<file path="config.mk">
export PLATFORM = sky130hd
export DESIGN_NAME = pvs_bank
export DESIGN_NICKNAME = d
export VERILOG_FILES = /design/src/core/pvs_pkg.sv /design/src/core/pvs_bank.sv /design/src/core/pvs_subsys.sv /design/src/core/pvs_sync.sv
export VERILOG_INCLUDE_DIRS = /design/src /design/src/core
export SDC_FILE = /design/constraint.sdc
export NUM_CORES = 1
export LEC_CHECK = 0
export BUFFER_PORTS_ARGS = -buffer_cell sky130_fd_sc_hd__buf_4
export CORE_ASPECT_RATIO = 1.75
export CORE_MARGIN = 2
export CORE_UTILIZATION = 55
export CTS_BUF_LIST = sky130_fd_sc_hd__clkbuf_8
export CTS_CLUSTER_SIZE = 16
export DETAILED_ROUTE_END_ITERATION = 16
export MAX_ROUTING_LAYER = met4
export PLACE_DENSITY = 0.94
export SLEW_MARGIN = 10
export SYNTH_ARGS = -nofsm -noshare
export SYNTH_HDL_FRONTEND = slang
export SYNTH_SLANG_ARGS = --single-unit
</file>
<file path="constraint.sdc">
create_clock -name core_clk_i -period 4.08 [get_ports core_clk_i]
set_input_delay 0.204 -clock core_clk_i [delete_from_list [all_inputs] [get_ports core_clk_i]]
set_output_delay 0.204 -clock core_clk_i [all_outputs]
set_load 0.02 [all_outputs]
</file>
<file path="src/core/pvs_regs.svh">
// Register offsets, field positions and reset values of the oscillator status and control bank.
// Function
// - Switch status bits 7:0 report autocalibration's chosen switch setting, reset 32.
// - Manual switch changes do not alter the reported autocalibration result.
// - Code 0 is highest oscillator frequency, 255 the lowest.
// - Busy bit 8 is high while autocalibration searches, reset zero.
// - Error register: 19-bit magnitude in 18:0, sign at bit 19.
// - Status 0x12: general output state at bit 0, lock at bit 1.
// - Subsystem registers reached only through writes to main register 0x05.
// - Subsystem tuning and enable registers are write-only, no readback.
// - Tuning bit 0 selects calibration voltage instead of loop voltage, reset 0.
// - Tuning bits 8:1 select subband, 0 fastest, all ones slowest, reset 16.
// - Enable bit 0 clear turns off every subsystem block, reset 1.
// - Enable bit 2 enables buffer to feedback divider, reset 1.
// - Enable bit 3 enables output stage and divider, not the oscillator.
// - Enable bit 5 clear disables only the output stage.
`ifndef PVS_REGS_SVH
`define PVS_REGS_SVH
`define PVS_ADDR_W         6
`define PVS_DATA_W         24
`define PVS_OFS_INDIRECT   6'h05
`define PVS_OFS_SWITCH     6'h10
`define PVS_OFS_ERROR      6'h11
`define PVS_OFS_STATUS     6'h12
`define PVS_OFS_SELFTEST   6'h13
`define PVS_SUB_ID_LSB     0
`define PVS_SUB_ID_MSB     2
`define PVS_SUB_ADDR_LSB   3
`define PVS_SUB_ADDR_MSB   6
`define PVS_SUB_DATA_LSB   7
`define PVS_SUB_DATA_MSB   16
`define PVS_SUB_ID_OSC     3'h0
`define PVS_SUB_TUNING     4'h0
`define PVS_SUB_ENABLE     4'h1
`define PVS_RST_TUNING     9'h020
`define PVS_RST_ENABLE     9'h1FF
`define PVS_RST_SWITCH     8'h20
`define PVS_RST_ERROR      20'h7FFFF
`define PVS_RST_SELFTEST   24'h001259
`define PVS_ERR_MAG_MSB    18
`define PVS_ERR_SIGN       19
`define PVS_TUNE_CAL       0
`define PVS_TUNE_SUB_LSB   1
`define PVS_TUNE_SUB_MSB   8
`define PVS_EN_MASTER      0
`define PVS_EN_OSC         1
`define PVS_EN_FBBUF       2
`define PVS_EN_IO          3
`define PVS_EN_OUTSTAGE    5
`endif

</file>
<file path="src/core/pvs_pkg.sv">
// Types shared by the oscillator status and control bank.
package pvs_pkg;
    typedef logic [5:0]  pvs_addr_t;
    typedef logic [23:0] pvs_word_t;
    typedef logic [8:0]  pvs_sub_t;
    typedef enum logic [1:0] {PVS_CAL_IDLE, PVS_CAL_SEARCH, PVS_CAL_DONE} pvs_cal_e;
endpackage

</file>
<file path="src/core/pvs_bank.sv">
// Status registers and indirect subsystem access of the synthesizer register bank.
`timescale 1ns/100ps
`include "pvs_regs.svh"
module pvs_bank #(
    parameter int SWITCH_W = 8 // Width of the switch setting field.
) (
    input  wire logic                core_clk_i,    // System clock, 50 MHz.
    input  wire logic                reset_i,       // Asynchronous reset, active high.
    input  wire logic                wr_i,          // Register write strobe, one cycle.
    input  wire logic                rd_i,          // Register read strobe, one cycle.
    input  wire pvs_pkg::pvs_addr_t  addr_i,        // Register address.
    input  wire pvs_pkg::pvs_word_t  wdata_i,       // Write data.
    output pvs_pkg::pvs_word_t       rdata_o,       // Registered read data.
    input  wire logic                cal_start_i,   // Autocalibration search begins, pulse.
    input  wire logic                cal_done_i,    // Autocalibration search ends, pulse.
    input  wire logic [SWITCH_W-1:0] cal_switch_i,  // Switch setting found by the search.
    input  wire logic [19:0]         cal_error_i,   // Sign and magnitude of error count.
    input  wire logic                gen_out_i,     // General output state, asynchronous.
    input  wire logic                lock_i,        // Lock detect, asynchronous.
    output logic                     cal_voltage_o, // Tune from calibration voltage.
    output logic [7:0]               subband_o,     // Oscillator subband select.
    output logic                     osc_en_o,      // Oscillator enable.
    output logic                     fb_buf_en_o,   // Buffer to feedback divider enable.
    output logic                     out_div_en_o,  // Output divider enable.
    output logic                     out_stage_en_o // Output stage enable.
);
    import pvs_pkg::*;

    pvs_cal_e          cal_state_reg, cal_state_next;
    logic [7:0]        switch_reg;
    logic [19:0]       error_reg;
    pvs_sub_t          tuning, enable;
    logic              gen_out_s, lock_s;

    // Indirect write decode: only the oscillator subsystem identifier is forwarded.
    wire               sub_wr   = wr_i && (addr_i == `PVS_OFS_INDIRECT) &&
                         (wdata_i[`PVS_SUB_ID_MSB:`PVS_SUB_ID_LSB] == `PVS_SUB_ID_OSC);
    wire [3:0]         sub_addr = wdata_i[`PVS_SUB_ADDR_MSB:`PVS_SUB_ADDR_LSB];
    // The top bit of the forwarded data field has no register bit behind it and is dropped.
    wire pvs_sub_t     sub_data = pvs_sub_t'(wdata_i[`PVS_SUB_DATA_MSB:`PVS_SUB_DATA_LSB]);
    wire               busy     = (cal_state_reg == PVS_CAL_SEARCH);

    pvs_subsys u_subsys (
        .core_clk_i (core_clk_i),
        .reset_i    (reset_i),
        .wr_i       (sub_wr),
        .addr_i     (sub_addr),
        .data_i     (sub_data),
        .tuning_o   (tuning),
        .enable_o   (enable)
    );

    pvs_sync u_sync_gen (
        .core_clk_i (core_clk_i),
        .reset_i    (reset_i),
        .d_i        (gen_out_i),
        .q_o        (gen_out_s)
    );

    pvs_sync u_sync_lock (
        .core_clk_i (core_clk_i),
        .reset_i    (reset_i),
        .d_i        (lock_i),
        .q_o        (lock_s)
    );

    // Autocalibration tracking: searching, then finished.
    always_comb begin
        cal_state_next = cal_state_reg;
        case (cal_state_reg)
            PVS_CAL_IDLE, PVS_CAL_DONE: begin
                if (cal_start_i) cal_state_next = PVS_CAL_SEARCH;
            end
            PVS_CAL_SEARCH: begin
                if (cal_done_i) cal_state_next = PVS_CAL_DONE;
            end
            default: cal_state_next = PVS_CAL_IDLE;
        endcase
    end

    // Switch result updates together with leaving the search state.
    always_ff @(posedge core_clk_i or posedge reset_i) begin
        if (reset_i) begin
            cal_state_reg <= PVS_CAL_IDLE;
            switch_reg    <= `PVS_RST_SWITCH;
            error_reg     <= `PVS_RST_ERROR;
        end else begin
            cal_state_reg <= cal_state_next;
            if (busy && cal_done_i) begin
                switch_reg <= 8'(cal_switch_i);
                error_reg  <= cal_error_i;
            end
        end
    end

    // Read mux; subsystem registers have no read path.
    always_ff @(posedge core_clk_i or posedge reset_i) begin
        if (reset_i) begin
            rdata_o <= 24'h000000;
        end else if (rd_i) begin
            case (addr_i)
                `PVS_OFS_SWITCH:   rdata_o <= {15'h0000, busy, switch_reg};
                `PVS_OFS_ERROR:    rdata_o <= {4'h0, error_reg};
                `PVS_OFS_STATUS:   rdata_o <= {22'h000000, lock_s, gen_out_s};
                `PVS_OFS_SELFTEST: rdata_o <= `PVS_RST_SELFTEST;
                default:           rdata_o <= 24'h000000;
            endcase
        end
    end

    // Master enable gates every subsystem block.
    assign cal_voltage_o  = tuning[`PVS_TUNE_CAL];
    assign subband_o      = tuning[`PVS_TUNE_SUB_MSB:`PVS_TUNE_SUB_LSB];
    assign osc_en_o       = enable[`PVS_EN_MASTER] & enable[`PVS_EN_OSC];
    assign fb_buf_en_o    = enable[`PVS_EN_MASTER] & enable[`PVS_EN_FBBUF];
    assign out_div_en_o   = enable[`PVS_EN_MASTER] & enable[`PVS_EN_IO];
    assign out_stage_en_o = enable[`PVS_EN_MASTER] & enable[`PVS_EN_IO] &
                            enable[`PVS_EN_OUTSTAGE];
endmodule

</file>
<file path="src/core/pvs_subsys.sv">
// Write-only oscillator subsystem registers fed by indirect writes.
`timescale 1ns/100ps
`include "pvs_regs.svh"
module pvs_subsys (
    input  wire logic              core_clk_i, // System clock.
    input  wire logic              reset_i,    // Asynchronous reset, active high.
    input  wire logic              wr_i,       // Forwarded subsystem write strobe.
    input  wire logic [3:0]        addr_i,     // Subsystem register address.
    input  wire pvs_pkg::pvs_sub_t data_i,     // Subsystem register data.
    output pvs_pkg::pvs_sub_t      tuning_o,   // Tuning register contents.
    output pvs_pkg::pvs_sub_t      enable_o    // Enable register contents.
);
    import pvs_pkg::*;

    wire wr_tuning = wr_i && (addr_i == `PVS_SUB_TUNING);
    wire wr_enable = wr_i && (addr_i == `PVS_SUB_ENABLE);

    // Registers hold values only; nothing reads them back to the port.
    always_ff @(posedge core_clk_i or posedge reset_i) begin
        if (reset_i) begin
            tuning_o <= `PVS_RST_TUNING;
            enable_o <= `PVS_RST_ENABLE;
        end else begin
            if (wr_tuning) tuning_o <= data_i;
            if (wr_enable) enable_o <= data_i;
        end
    end
endmodule

</file>
<file path="src/core/pvs_sync.sv">
// Three-stage synchroniser that accepts a change once the last two stages agree.
`timescale 1ns/100ps
module pvs_sync (
    input  wire logic core_clk_i, // System clock.
    input  wire logic reset_i,    // Asynchronous reset, active high.
    input  wire logic d_i,        // Asynchronous input.
    output logic      q_o         // Filtered synchronous level.
);
    logic s1_reg, s2_reg, s3_reg;

    // The first stage feeds only the second.
    always_ff @(posedge core_clk_i or posedge reset_i) begin
        if (reset_i) begin
            s1_reg <= 1'b0;
            s2_reg <= 1'b0;
            s3_reg <= 1'b0;
            q_o    <= 1'b0;
        end else begin
            s1_reg <= d_i;
            s2_reg <= s1_reg;
            s3_reg <= s2_reg;
            if (s2_reg == s3_reg) q_o <= s3_reg;
        end
    end
endmodule

</file>
==> flow_metrics.tcl <==
set metrics [dict create \
    htreeDepth 3 \
    post-synth-top-area-fraction_pct 39.3 \
    postLayoutCellArea_sq_um 3830 \
    status "completed" \
    critPathMaxFanout 9 \
    cts_inserted_buffers 9 \
    whs_path_depth 2 \
    coreArea_sq_um 5210 \
    crit_chain "buf_4 > or4_4 > nor4_4 > mux2_2" \
    grt-ovfl-total 0 \
    min_path_type "primary input to register" \
    die-area_sq_um 5950 \
    firstDrtPassIters 4 \
    crit_type "primary input to register" \
    synth_seq_cells 72 \
    root_buffer "clkbuf_8" \
    crit_slowest_cell "nor4_4" \
    fin_worst_skew_ns 0.00748 \
    asyncSetResetFlopFracSynth_pct 100 \
    path_delay_family "simple AND/OR/NAND/NOR gates" \
    grt_usage_pct 21.8 \
    dieWidth_um 59.2 \
    wl_per_cell_um 16.4 \
    first_iter_violations 46 \
    antenna_found_initial 0 \
    die_h_um 101 \
    layout_commonest_cell "buf_4" \
    drt_wl_total_um 5750 \
    setup_slack_ns 2.41 \
    p_per_area_nw_per_um2 442 \
    synth_area_sq_um 2930 \
    final_max_slew_viol_count 0 \
    ir_drop_mv 0.320 \
    cts_tree "built" \
    p_leak_nw 1.85 \
    synth_flop_cell "dfrtp_1" \
    cp_num_buf_inv 1 \
    clkLatencyLatePin_ns 0.34 \
    fmax_ghz 0.598 \
    grt_pass1_wl_um 9230 \
    final_cell_mix "buf_4, dfrtp_1, mux2_2" \
    antenna_left 0 \
    ctsLongestPathBuffers 2 \
    syn2layout_area_growth_pct 30.8 \
    worstRegToRegCells 3 \
    synth-edff-count 0 \
    diodes 0 \
    layout.nets 358 \
    grt_start_max_net_pins 41 \
    synth_top_area_cell "dfrtp_1" \
    synth_cells 197 \
    yosys-top-cells-area "dfrtp_1, dfstp_2, mux2_2" \
    ios 103 \
    worstMarginPinSlew_ns 0.950 \
    yosys_warnings 0 \
    drive_above_1_share_pct 60.5 \
    worst_setup_path_start_kind "primary input" \
    start_util_pct 56.2 \
    drc 0 \
    cts.clk_slew.worst_paths_ns 0.06 \
    vias 1962 \
    finalSetupViolCount 0 \
    cp-end-kind "register" \
    cts_sinks 72 \
    routabilityCongestion 0.737 \
    arrival_ns 1.89 \
    numPortBuffers 90 \
    cts_resized 0 \
    max-slew-margin-rel_pct 35.8 \
    std_cell_rows 35 \
    placed_area_sq_um 3620 \
    seq_area_frac_synth_pct 62.6 \
    viasPerCell 5.59 \
    worstPathRequired_ns 4.30 \
    ys_types 34 \
    grt_pass1_vias 2033 \
    drv_cap 0 \
    dp_hpwl_um 4100 \
    hold_violations 0 \
    cp.depth 4 \
    pre_cts_ws_ns 2.05 \
    fin_crit_sh_pct 41.0 \
    setup_tns_ns 0 \
    rsz0062_at_grt "false" \
    fin_crit_ns 1.67 \
    slowest_delay_ns 0.62 \
    syn_avg_cell_area_sq_um 14.9 \
]
cell type report:
cell class / instances / area, sq um
sequential: 72 / 1830
inverter: 5 / 18.8
clock buffer: 12 / 165
tap: 55 / 68.8
fill: 364 / 1380
multi-input combinational: 109 / 1010
timing repair buffer: 95 / 721
clock inverter: 3 / 11.3
through the flow:
stage | util [%] | power (mW) | instances | hold slack (ns)
final | 73.5 | 1.69 | 351 | 0.0887
after global routing | 73.5 | 1.77 | 351 | 0.0814
after CTS | 73.5 | 1.71 | 351 | 0.0797
after detailed placement | 69.5 | 1.21 | 333 | 0.315
after global placement | 69.5 | 1.19 | 333 | 0.315
after floorplan | - | 1.12 | 200 | 0.235
timing repair:
item / CTS / global route
setup endpoints to repair: 0 / 0
hold buffers: 3 / 0
buffers inserted: 0 / 0
endpoints found under the hold margin: 23 / 0
layer usage:
metal / vias to the layer above / routed length, um / track usage, %
li1: 890 / - / -
met1: 976 / 2180 / 23.3
met2: 85 / 3040 / 36.2
met3: 11 / 410 / 7.19
met4: 0 / 114 / 9.44
met5: - / 0 / -
cell families (layout without fill, tap and decap cells):
family,after synthesis,in the layout,synth area share (%)
AO/OA/AOI/OAI,31,31,8.21
adder cells (fa/ha/maj),2,2,0.684
buffers and inverters,19,115,3.21
flip-flops,72,72,62.6
multiplexers,48,48,18.9
other,1,4,0.128
AND/OR/NAND/NOR,24,24,6.20
cells in the mapped netlist (2+ instances only):
master	number
clkbuf_1	7
a21oi_1	4
a22o_1	9
dfrtp_1	46
nand3b_1	4
buf_4	4
o2bb2ai_1	8
mux2i_1	4
mux2_2	38
mux2_4	5
nor2_1	3
o21a_1	4
o2111ai_1	3
o21ai_0	3
nand2_1	3
and2_1	3
inv_1	4
buf_1	2
maj3_1	2
or4_4	2
dfstp_2	26
power by group:
part | total, mW | internal, mW | switching [mW] | leakage, nW
Clock | 0.497 | 0.261 | 0.236 | 0.102
Sequential | 0.943 | 0.883 | 0.0598 | 0.874
Combinational | 0.254 | 0.155 | 0.0992 | 0.874
Total | 1.69 | 1.30 | 0.395 | 1.85
final timing paths:
path | startpoint | end | slack, ns
worst max-delay path | wdata_i[2] | u_subsys.tuning_o[7] | 2.41
worst min-delay path | wdata_i[11] | u_subsys.tuning_o[4] | 0.09
worst max register to register | cal_state_reg[0] | switch_reg[0] | 2.69
worst min register to register | u_sync_lock.s1_reg | u_sync_lock.s2_reg | 0.35
max in group asynchronous | reset_i | u_subsys.enable_o[1] | 2.60
min in group asynchronous | reset_i | switch_reg[1] | 0.51
Power figures use the tool's default switching activity.
